`src/design/dtm_defines.vh`:
```
`ifndef DTM_DEFINES_VH
`define DTM_DEFINES_VH
// register word addresses
`define DTM_ADDR_CLK 4'h0
`define DTM_ADDR_MOD 4'h1
`define DTM_ADDR_CTL 4'h2
`define DTM_ADDR_TR 4'h3
`define DTM_ADDR_TC 4'h4
`define DTM_ADDR_INTF 4'h5
`define DTM_ADDR_INTE 4'h6
// field positions
`define DTM_CLK_DBG_BIT 8
`define DTM_CLK_DIV_HI 7
`define DTM_CLK_DIV_LO 4
`define DTM_CLK_SRC_HI 1
`define DTM_CLK_SRC_LO 0
`define DTM_CTL_RUN_BIT 8
`define DTM_CTL_PRESET_BIT 1
`define DTM_CTL_EN_BIT 0
// codes and reset values
`define DTM_SRC_INT 2'h0
`define DTM_SRC_LOW 2'h1
`define DTM_SRC_HIGH 2'h2
`define DTM_SRC_EXT 2'h3
`define DTM_DIV_LOW_MAX 4'h8
`define DTM_DIV_LOW_ONE 4'hf
`define DTM_RELOAD_RST 16'hffff
`define DTM_UNMAPPED 32'h0000_0000
`endif

```
`src/design/dtm_prescaler.v`:
```
`timescale 1ns/10ps
// free running divider, one-cycle tick per selected ratio
module dtm_prescaler #(
    parameter WIDTH = 15
) (
    input wire clock,
    input wire rst,
    input wire run,
    input wire step,
    input wire [3:0] sel,
    output wire tick
);
    reg [WIDTH-1:0] cnt_q;
    // tick on the step that finds all low bits below sel set
    wire [WIDTH:0] mask;
    assign mask = ({{WIDTH{1'b0}}, 1'b1} << sel) - {{WIDTH{1'b0}}, 1'b1};
    assign tick = run && step && ((cnt_q & mask[WIDTH-1:0]) == mask[WIDTH-1:0]);
    always @(posedge clock or posedge rst)
    begin
        if (rst)
            cnt_q <= {WIDTH{1'b0}};
        else if (!run)
            cnt_q <= {WIDTH{1'b0}};
        else if (step)
            cnt_q <= cnt_q + {{(WIDTH-1){1'b0}}, 1'b1};
    end
endmodule

```
`src/design/dtm_down_timer.v`:
```
// The placing of the registers and the Avalon-MM slave port were decided locally.
`timescale 1ns/10ps
`include "dtm_defines.vh"
// What this block does
// - debug_clock_keep 1 keeps count clock in debug, 0 withholds it
// - clock_divider_sel gives 1/1..1/32768; low-speed up to 1/256, 0xf is 1/1
// - clock_source_sel picks internal, low, high osc, or external input at 1/1
// - a source code for an absent source is refused and not stored
// - one_shot_sel 1 stops after one underflow, 0 repeats
// - run_bit write 1 starts, 0 stops; reads 1 while running
// - one-shot underflow clears run_bit by hardware
// - preset write 1 copies reload into counter; reads 1 while copying
// - channel_enable gates the operating clock into the channel
// - reload_value resets to 0xffff, loaded on preset and underflow
// - count_readback is read-only, resets 0xffff, shows the counter
// - underflow_flag set on underflow, write 1 clears
// - underflow_irq_enable turns underflow interrupts on
// - repeat mode reloads on underflow and keeps counting
// - interrupt request only while flag and enable both set
// - source 0x3 on event channel counts event input rising edges
// - underflow period is reload plus one count clocks
module dtm_down_timer #(
    parameter HAS_EVENT = 1,
    parameter HAS_INT_OSC = 1,
    parameter HAS_LOW_OSC = 1,
    parameter HAS_HIGH_OSC = 1,
    parameter HAS_EXT = 1
) (
    input wire clock,
    input wire rst,
    input wire [3:0] avs_address,
    input wire avs_read,
    input wire avs_write,
    input wire [31:0] avs_writedata,
    input wire [3:0] avs_byteenable,
    output reg [31:0] avs_readdata,
    output wire avs_waitrequest,
    input wire internal_osc,
    input wire low_speed_osc,
    input wire high_speed_osc,
    input wire external_clock_input,
    input wire event_input,
    input wire debug_mode,
    output wire irq,
    output reg underflow_pulse
);
    // registers
    reg debug_clock_keep_q;
    reg [3:0] clock_divider_sel_q;
    reg [1:0] clock_source_sel_q;
    reg one_shot_sel_q;
    reg run_bit_q;
    reg preset_q;
    reg channel_enable_q;
    reg [15:0] reload_value_q;
    reg [15:0] counter_q;
    reg underflow_flag_q;
    reg underflow_irq_enable_q;
    reg rd_done_q;

    // two-stage synchronisers for the oscillator and pin inputs
    reg [4:0] sync1_q;
    reg [4:0] sync2_q;
    reg [4:0] sync3_q;
    wire [4:0] raw_in;
    assign raw_in = {event_input, external_clock_input, high_speed_osc, low_speed_osc, internal_osc};
    genvar gi;
    generate
        for (gi = 0; gi < 5; gi = gi + 1)
        begin : g_sync
            always @(posedge clock or posedge rst)
            begin
                if (rst)
                begin
                    sync1_q[gi] <= 1'b0;
                    sync2_q[gi] <= 1'b0;
                    sync3_q[gi] <= 1'b0;
                end
                else
                begin
                    sync1_q[gi] <= raw_in[gi];
                    sync2_q[gi] <= sync1_q[gi];
                    sync3_q[gi] <= sync2_q[gi];
                end
            end
        end
    endgenerate
    wire [4:0] rise;
    assign rise = sync2_q & ~sync3_q;
    reg dbg_q1;
    reg dbg_q2;
    always @(posedge clock or posedge rst)
    begin
        if (rst)
        begin
            dbg_q1 <= 1'b0;
            dbg_q2 <= 1'b0;
        end
        else
        begin
            dbg_q1 <= debug_mode;
            dbg_q2 <= dbg_q1;
        end
    end

    // source select; oscillators sampled as edges on the system clock
    reg src_edge;
    always @*
    begin
        case (clock_source_sel_q)
            `DTM_SRC_INT: src_edge = rise[0];
            `DTM_SRC_LOW: src_edge = rise[1];
            `DTM_SRC_HIGH: src_edge = rise[2];
            `DTM_SRC_EXT:
            begin
                if (HAS_EVENT != 0)
                    src_edge = rise[4];
                else
                    src_edge = rise[3];
            end
            default: src_edge = 1'b0;
        endcase
    end

    // debug gating and channel clock enable
    wire clk_gate;
    assign clk_gate = channel_enable_q && (debug_clock_keep_q || !dbg_q2);

    // effective ratio, low osc capped and 0xf means 1/1; ext fixed 1/1
    reg [3:0] eff_div;
    always @*
    begin
        eff_div = clock_divider_sel_q;
        if (clock_source_sel_q == `DTM_SRC_EXT)
            eff_div = 4'h0;
        else if (clock_source_sel_q == `DTM_SRC_LOW)
        begin
            if (clock_divider_sel_q == `DTM_DIV_LOW_ONE)
                eff_div = 4'h0;
            else if (clock_divider_sel_q > `DTM_DIV_LOW_MAX)
                eff_div = `DTM_DIV_LOW_MAX;
        end
    end

    // prescaler counts source edges, ticks every 2^eff_div of them
    wire div_tick;
    wire edge_tick;
    reg edge_cnt_en;
    dtm_prescaler #(
        .WIDTH(15)
    ) u_pre (
        .clock(clock),
        .rst(rst),
        .run(edge_cnt_en),
        .step(src_edge),
        .sel(eff_div),
        .tick(div_tick)
    );
    assign edge_tick = div_tick;
    always @*
    begin
        edge_cnt_en = clk_gate && run_bit_q;
    end
    // one count clock per divided edge; stopping clears the phase
    wire count_clk;
    assign count_clk = edge_tick && edge_cnt_en;

    reg src_ok;
    reg [1:0] new_src;
    always @*
    begin
        new_src = avs_writedata[`DTM_CLK_SRC_HI:`DTM_CLK_SRC_LO];
        case (new_src)
            `DTM_SRC_INT: src_ok = (HAS_INT_OSC != 0);
            `DTM_SRC_LOW: src_ok = (HAS_LOW_OSC != 0);
            `DTM_SRC_HIGH: src_ok = (HAS_HIGH_OSC != 0);
            `DTM_SRC_EXT: src_ok = (HAS_EVENT != 0) || (HAS_EXT != 0);
            default: src_ok = 1'b0;
        endcase
    end

    // bus: writes complete at once, reads take one wait cycle
    wire wr_fire;
    wire rd_fire;
    assign avs_waitrequest = avs_read && !rd_done_q;
    assign wr_fire = avs_write;
    // captured in the wait cycle so data stand when waitrequest drops
    assign rd_fire = avs_read && !rd_done_q;
    wire lo_be;
    wire hi_be;
    assign lo_be = avs_byteenable[0];
    assign hi_be = avs_byteenable[1];
    wire wr_clk;
    wire wr_mod;
    wire wr_ctl;
    wire wr_tr;
    wire wr_intf;
    wire wr_inte;
    assign wr_clk = wr_fire && (avs_address == `DTM_ADDR_CLK);
    assign wr_mod = wr_fire && (avs_address == `DTM_ADDR_MOD);
    assign wr_ctl = wr_fire && (avs_address == `DTM_ADDR_CTL);
    assign wr_tr = wr_fire && (avs_address == `DTM_ADDR_TR);
    assign wr_intf = wr_fire && (avs_address == `DTM_ADDR_INTF);
    assign wr_inte = wr_fire && (avs_address == `DTM_ADDR_INTE);

    // enable written with or before run/preset
    wire en_next;
    assign en_next = (wr_ctl && lo_be) ? avs_writedata[`DTM_CTL_EN_BIT] : channel_enable_q;

    wire underflow;
    assign underflow = count_clk && (counter_q == 16'h0000);

    always @(posedge clock or posedge rst)
    begin
        if (rst)
        begin
            debug_clock_keep_q <= 1'b0;
            clock_divider_sel_q <= 4'h0;
            clock_source_sel_q <= `DTM_SRC_INT;
            one_shot_sel_q <= 1'b0;
            run_bit_q <= 1'b0;
            preset_q <= 1'b0;
            channel_enable_q <= 1'b0;
            reload_value_q <= `DTM_RELOAD_RST;
            counter_q <= `DTM_RELOAD_RST;
            underflow_flag_q <= 1'b0;
            underflow_irq_enable_q <= 1'b0;
            underflow_pulse <= 1'b0;
            rd_done_q <= 1'b0;
            avs_readdata <= 32'h0000_0000;
        end
        else
        begin
            rd_done_q <= avs_read && !rd_done_q;
            underflow_pulse <= underflow;
            if (wr_clk && hi_be)
                debug_clock_keep_q <= avs_writedata[`DTM_CLK_DBG_BIT];
            if (wr_clk && lo_be)
            begin
                clock_divider_sel_q <= avs_writedata[`DTM_CLK_DIV_HI:`DTM_CLK_DIV_LO];
                if (src_ok)
                    clock_source_sel_q <= new_src;
            end
            if (wr_mod && lo_be)
                one_shot_sel_q <= avs_writedata[0];
            if (wr_ctl && lo_be)
                channel_enable_q <= avs_writedata[`DTM_CTL_EN_BIT];
            if (wr_tr && lo_be)
                reload_value_q[7:0] <= avs_writedata[7:0];
            if (wr_tr && hi_be)
                reload_value_q[15:8] <= avs_writedata[15:8];
            if (wr_inte && lo_be)
                underflow_irq_enable_q <= avs_writedata[0];

            // preset: flag for one cycle while the copy happens
            preset_q <= 1'b0;
            if (preset_q)
                counter_q <= reload_value_q;
            else if (underflow)
                // reload on underflow, period is reload plus one
                counter_q <= reload_value_q;
            else if (count_clk)
                counter_q <= counter_q - 16'h0001;
            if (wr_ctl && lo_be && avs_writedata[`DTM_CTL_PRESET_BIT] && en_next)
                preset_q <= 1'b1;

            if (wr_ctl && hi_be)
                run_bit_q <= avs_writedata[`DTM_CTL_RUN_BIT] && en_next;
            else if (underflow && one_shot_sel_q)
                run_bit_q <= 1'b0;

            if (underflow)
                underflow_flag_q <= 1'b1;
            else if (wr_intf && lo_be && avs_writedata[0])
                underflow_flag_q <= 1'b0;

            if (rd_fire)
            begin
                case (avs_address)
                    `DTM_ADDR_CLK: avs_readdata <= {23'h0, debug_clock_keep_q, clock_divider_sel_q, 2'h0,
                        clock_source_sel_q};
                    `DTM_ADDR_MOD: avs_readdata <= {31'h0, one_shot_sel_q};
                    `DTM_ADDR_CTL: avs_readdata <= {23'h0, run_bit_q, 6'h0, preset_q, channel_enable_q};
                    `DTM_ADDR_TR: avs_readdata <= {16'h0, reload_value_q};
                    `DTM_ADDR_TC: avs_readdata <= {16'h0, counter_q};
                    `DTM_ADDR_INTF: avs_readdata <= {31'h0, underflow_flag_q};
                    `DTM_ADDR_INTE: avs_readdata <= {31'h0, underflow_irq_enable_q};
                    default: avs_readdata <= `DTM_UNMAPPED;
                endcase
            end
        end
    end

    assign irq = underflow_flag_q && underflow_irq_enable_q;
endmodule

```
`config.mk`:
```
export PLATFORM = sky130hd
export DESIGN_NAME = dtm_down_timer
export DESIGN_NICKNAME = d
export VERILOG_FILES = /design/src/design/dtm_prescaler.v /design/src/design/dtm_down_timer.v
export VERILOG_INCLUDE_DIRS = /design/src /design/src/design
export SDC_FILE = /design/constraint.sdc
export NUM_CORES = 1
export LEC_CHECK = 0
export BUFFER_PORTS_ARGS = -buffer_cell sky130_fd_sc_hd__buf_2
export CORE_ASPECT_RATIO = 2
export CORE_MARGIN = 2
export CORE_UTILIZATION = 50
export DETAILED_ROUTE_END_ITERATION = 8
export PLACE_DENSITY = 0.8
export SLEW_MARGIN = 15
export SYNTH_ARGS = -nofsm -noshare
export SYNTH_HDL_FRONTEND = slang
export SYNTH_SLANG_ARGS = --single-unit
```
`constraint.sdc`:
```
create_clock -name clock -period 9.8 [get_ports clock]
set_input_delay 0.98 -clock clock [delete_from_list [all_inputs] [get_ports clock]]
set_output_delay 0.98 -clock clock [all_outputs]
set_load 0.05 [all_outputs]
```
# After elaboration in Yosys (flattened, before gate mapping)
# Index checks and enable logic that the tools add are counted.
totals:
  word_cells: 114
  regBits: 111
op_classes:
  add_sub_neg: 3
  n_lt_le_gt_ge: 1
  reduce_logical: 40
  bitwise_logic: 3
  shifts: 1
  n_eq_ne: 15
  n_mux: 18
op_table:
  columns: ["op", "n"]
  rows:
  - ["16-bit case mux with 7 select lines", 1]
  - ["16-bit two-way mux", 3]
  - ["15-bit two-way mux", 2]
  - ["1-bit logical AND", 28]
  - ["16-bit zero test", 1]
  - ["4-bit two-way mux", 4]
  - ["16-bit by 1-bit subtractor with 16-bit output, second input constant", 1]
  - ["15-bit by 1-bit adder with 15-bit output, second input constant", 1]
  - ["15-bit AND", 1]
  - ["15-bit equality test", 1]
  - ["1-bit by 4-bit << shifter with 15-bit output, first input constant", 1]
  - ["15-bit by 1-bit subtractor with 15-bit output, second input constant", 1]
  - ["4-bit by 3-bit equality test with 1-bit output, second input constant", 3]
  - ["2-bit equality test, second input constant", 4]
  - ["4-bit by 2-bit equality test with 1-bit output, second input constant", 2]
  - ["1-bit two-way mux", 7]
  - ["5-bit AND", 1]
  - ["5-bit inverter", 1]
  - ["2-bit by 1-bit equality test with 1-bit output, second input constant", 2]
  - ["4-bit by 1-bit equality test with 1-bit output, second input constant", 1]
  - ["4-bit equality test, second input constant", 1]
  - ["4-bit greater-than comparator, second input constant", 1]
  - ["2-bit zero test", 2]
  - ["4-bit zero test", 1]
  - ["8 further kinds", 10]

# Logic depth before layout (Yosys ltp)
logic_depth:
  depth_word: 15
  ltp_mapped: 15

# Hierarchy
# Synthesis repeated with hierarchy kept, for this count alone.
hier_totals:
  cells_unflattened: 476
  hier_area_um2: 4914.7
by_module_without_submodules:
  columns: ["module", "instances", "area_per_inst_um2", "cells_each"]
  rows:
  - ["dtm_down_timer", 1, 3881.2, 356]
  - ["dtm_prescaler", 1, 1033.5, 120]

# Least setup slack after synthesis
# Ideal clock, no wire load.
synth_path:
  path_kind: "register -> register"
  from: "register clock_divider_sel_q[3]"
  to: "register counter_q[3]"
  period_less_slack_ps: 3253
  path_slack_ps: 6547
  t_arrival_ps: 3148
  setup_ps: 105
  required_ps: 9695
  stages_incl_launch_ff: 15
  path_cell_list: "dfrtp_1 -> clkbuf_1 -> clkbuf_1 -> nor2_1 -> a21oi_1 -> ha_1 -> clkbuf_1 -> nor2_1 -> a221o_1 -> a32o_1 -> a2111o_1 -> nor3b_4 -> buf_6 -> o21ai_1 -> a222oi_1"
synth_via:
  elab_chain_len: 14
synth_lines:
  columns: ["item", "line", "text"]
  rows:
  - ["start: declaration", "dtm_down_timer.v:49", "reg [3:0] clock_divider_sel_q;"]
  - ["start signal: assignment", "dtm_down_timer.v:240", "clock_divider_sel_q <= avs_writedata[`DTM_CLK_DIV_HI:`DTM_CLK_DIV_LO];"]
  - ["4-bit greater-than comparator (no line)", null, null]
  - ["4-bit two-way mux", "dtm_down_timer.v:140", "else if (clock_divider_sel_q > `DTM_DIV_LOW_MAX)"]
  - ["4-bit two-way mux", "dtm_down_timer.v:138", "if (clock_divider_sel_q == `DTM_DIV_LOW_ONE)"]
  - ["4-bit two-way mux *", "dtm_down_timer.v:136", "else if (clock_source_sel_q == `DTM_SRC_LOW)"]
  - ["4-bit two-way mux *", "dtm_down_timer.v:134", "if (clock_source_sel_q == `DTM_SRC_EXT)"]
  - ["1-bit by 4-bit << shifter with 15-bit output *", "dtm_prescaler.v:16", "assign mask = ({{WIDTH{1'b0}}, 1'b1} << sel) - {{WIDTH{1'b0}}, 1'b1};"]
  - ["15-bit by 1-bit subtractor with 15-bit output *", "dtm_prescaler.v:16", null]
  - ["15-bit AND", "dtm_prescaler.v:17", "assign tick = run && step && ((cnt_q & mask[WIDTH-1:0]) == mask[WIDTH-1:0]);"]
  - ["15-bit equality test *", "dtm_prescaler.v:17", null]
  - ["1-bit logical AND *", "dtm_prescaler.v:17", null]
  - ["1-bit logical AND *", "dtm_down_timer.v:166", "assign count_clk = edge_tick && edge_cnt_en;"]
  - ["1-bit logical AND", "dtm_down_timer.v:211", "assign underflow = count_clk && (counter_q == 16'h0000);"]
  - ["16-bit two-way mux", "dtm_down_timer.v:259", "else if (underflow)"]
  - ["16-bit two-way mux", "dtm_down_timer.v:257", "if (preset_q)"]
  - ["end signal: assignment", "dtm_down_timer.v:258", "counter_q <= reload_value_q;"]
  - ["end signal: assignment", "dtm_down_timer.v:261", "counter_q <= reload_value_q;"]
  - ["end signal: assignment", "dtm_down_timer.v:263", "counter_q <= counter_q - 16'h0001;"]
  - ["end: declaration", "dtm_down_timer.v:56", "reg [15:0] counter_q;"]
# Mark *: on every way between the ends. The rest lies on a longest branch, timed or not.
# A chain may end at the register's enable or synchronous reset.

# Final worst setup path
layout_path:
  from: "register clock_divider_sel_q[2]"
  to: "register counter_q[3]"
# The elaborated chain is that of the path after synthesis.

==> results.cfg <==
[run_status]
status = complete, no violations

[critical_path]
r2r_slack_ps = 5380
cp_slowest_stage_delay_ps = 870
worstSetupStartpointType = register
critPathMostFrequentCell = a21oi_1
path_class = register to register
slowest_stage = nor3b_4
reg2reg_depth = 11
crit_family = compound AO/OA/AOI/OAI gates
worst-path-buf-inv = 0
path_cells = nand4_1 > a21oi_1 > a21oi_1 > ha_1 > and3_1 > a221o_1 > a32o_1 > a2111o_1 > nor3b_4 > a21o_1 > a222oi_1
worst-path-max-fanout = 28
r2r-start = clock_divider_sel_q[2]$_DFFE_PP0P_
critPathCaptureType = register
worstPathArrival_ps = 4640
cp.required_ps = 10020
reg2reg_to = counter_q[3]$_DFFE_PP1P_

[cts]
post_cts_resized = 0
cts-root-buf = clkbuf_16
cts_sinks = 92
post-cts-setup-buffer-count = 0
cts_tree = built
clk_latency_ps = 350
cts_max_path_buffers = 2
cts-htree-levels = 3
cts_made_buffers = 9
cts_hold_buffers = 0
path_clk_slew_ps = 60

[pwr]
p_seq_frac = 0.469
combPwrFrac = 0.209
power_density_mw_per_mm2 = 185
cell_internal_pwr_mw = 0.691
pwr-share-clk = 0.322
ir_worst_vdd_uv = 104
p_switching_mw = 0.332
p_leak_nw = 2.41
p_sw_frac = 0.324
power_mw = 1.02

[finish]
diodes = 0
num-fill-cells = 889
synthToLayoutAreaGrowth_pct = 10.9
drive_gt1_frac = 0.252
final_nets = 596

[grt]
grt_overflow = 0
antenna_found_initial = 0
grt_pass1_wl_mm = 20.0
grt_usage = 0.242
grt_max_degree = 93
first_global_vias = 4201

[placement]
port_buffers = 49
place_congestion = 0.878
hpwl_mm = 9.11
dp_slack_ps = 5450

[yosys]
yosys_most_used_dff = dfrtp_1
synth_cells = 508
seq_area_frac_synth = 0.470
syn_avg_cell_area_sq_um = 9.82
netlist_top_cells_area = dfrtp_1 (30%), dfstp_2 (17%), mux2_2 (4.3%), nand2_1 (3.8%), o21ai_0 (3.2%)
yosysUniqueCellTypes = 70
synth_top_area_frac = 0.301
synth-edff-count = 0
ys_ff_latch = 92
yosysWarnings = 0
yosys-top-cells-count = dfrtp_1 (60), nand2_1 (50), dfstp_2 (32), nor2_1 (32), o21ai_0 (32)
synthArstFlopShare = 1.00
synth_most_common_cell = dfrtp_1
synth_top_area_cell = dfrtp_1
synth_area_sq_mm = 0.00499

[sta]
whs_ps = 347
worst_pin_slew_ps = 1040
timing.final.crit_share = 0.451
drv_slew = 0
timing.final.ws_setup_ps = 5380
period_needed_ps = 4420
finalClockSkew_ps = 10.6
finalHoldViolations = 0
rsz0062_at_grt = no
final-setup-viol-count = 0
setup-tns-final_ps = 0
fmax_mhz = 226
slew_headroom = 0.307

[hold_path]
hold_class = register to register
hold_start = sync1_q[4]$_DFF_PP0_
holdPathEnd = sync2_q[4]$_DFF_PP0_
whs_path_depth = 0

[die]
dieArea_sq_mm = 0.0108
die_y_microns = 145
initial_core_util = 0.514
io_pins = 85
dieWidth_microns = 74.6
rows = 51
core_area_sq_mm = 0.00970

[detailed_routing]
drt-vias-per-instance = 6.02
postRouteAntennaNets = 0
avgRoutedWirePerCell_microns = 18.3
vias = 4088
drt_iter0_markers = 340
dr.pass1.iters = 5
routed_wl_mm = 12.4
drc = 0

[flow_run]
cap_violations = 0
[final cells by class]
| type | count | area (sq um) | area share |
|---|---|---|---|
| multi-input combinational | 364 | 2380 | 0.430 |
| sequential | 92 | 2340 | 0.423 |
| timing repair buffer | 55 | 294 | 0.0532 |
| clock buffer | 10 | 239 | 0.0432 |
| tap | 132 | 165 | 0.0299 |
| inverter | 20 | 76.3 | 0.0138 |
| clock inverter | 6 | 38.8 | 0.00701 |
[layer usage]
| metal | wire length (microns) | global-route usage | vias to the layer above | part of all wire |
|---|---|---|---|---|
| met5 | 0 | 0 | - | 0 |
| met4 | 935 | 0.177 | 0 | 0.075 |
| met3 | 507 | 0.0458 | 62 | 0.041 |
| met2 | 6760 | 0.427 | 155 | 0.54 |
| met1 | 4230 | 0.233 | 1988 | 0.34 |
| li1 | - | - | 1883 | - |
[power by group through the flow]
stage          clock, mW  sequential (mW)  combinational, mW
2_1_floorplan          0            0.460              0.182
3_3_place_gp           0            0.482              0.207
3_5_place_dp           0            0.484              0.212
4_1_cts            0.333            0.478              0.213
5_1_grt            0.348            0.485              0.233
6_report           0.329            0.479              0.214
[how the worst max path moves through the flow]
stage | start | endpoint | slack, ps | depth (start not counted)
6_report | clock_divider_sel_q[2]$_DFFE_PP0P_ | counter_q[3]$_DFFE_PP1P_ | 5380 | 11
5_1_grt | clock_divider_sel_q[2]$_DFFE_PP0P_ | counter_q[5]$_DFFE_PP1P_ | 5160 | 11
4_1_cts | clock_divider_sel_q[2]$_DFFE_PP0P_ | counter_q[3]$_DFFE_PP1P_ | 5420 | 11
3_5_place_dp | clock_divider_sel_q[2]$_DFFE_PP0P_ | counter_q[3]$_DFFE_PP1P_ | 5450 | 11
3_3_place_gp | clock_divider_sel_q[2]$_DFFE_PP0P_ | counter_q[3]$_DFFE_PP1P_ | 5580 | 11
2_1_floorplan | rst | avs_readdata[0]$_DFFE_PP0P_ | 6480 | 1
[flip-flops by register name, indices dropped and copies added, names as in the netlist, 2 cells and up]
register	flops
u_pre.cnt_q	15
reload_value_q	16
sync1_q	4
avs_readdata	16
clock_source_sel_q	2
counter_q	16
sync2_q	4
clock_divider_sel_q	4
sync3_q	4
[metrics by stage]
| stage | instances | area [sq um] | utilization |
|---|---|---|---|
| 6_report | 679 | 5530 | 0.570 |
| 5_1_grt | 679 | 5530 | 0.570 |
| 4_1_cts | 679 | 5530 | 0.570 |
| 3_5_place_dp | 663 | 5250 | 0.541 |
| 3_3_place_gp | 663 | 5250 | 0.541 |
| 2_1_floorplan | 523 | 5040 | - |
[placed cells by master, fill, tap and decap left out, types with 18 or more instances in the layout]
cell type / synthesis / layout
inv_1: 19 / 18
mux2_2: 19 / 19
nor2_1: 32 / 32
buf_2: 8 / 49
nand2_1: 50 / 50
dfstp_2: 32 / 32
nand3_1: 18 / 18
dfrtp_1: 60 / 60
o21ai_0: 32 / 32
[logic make-up after synthesis]
family                     after synthesis  synth area share
DFF                                     92             0.470
other                                    1          0.000752
adders and majority gates                4            0.0100
muxes                                   26            0.0595
and+or+nand+nor                        184             0.195
AOI/OAI and AO/OA                      119             0.171
buffers and inverters                   67            0.0675
xor gates and xnor gates                15            0.0263
(Power assumes the default switching activity.)
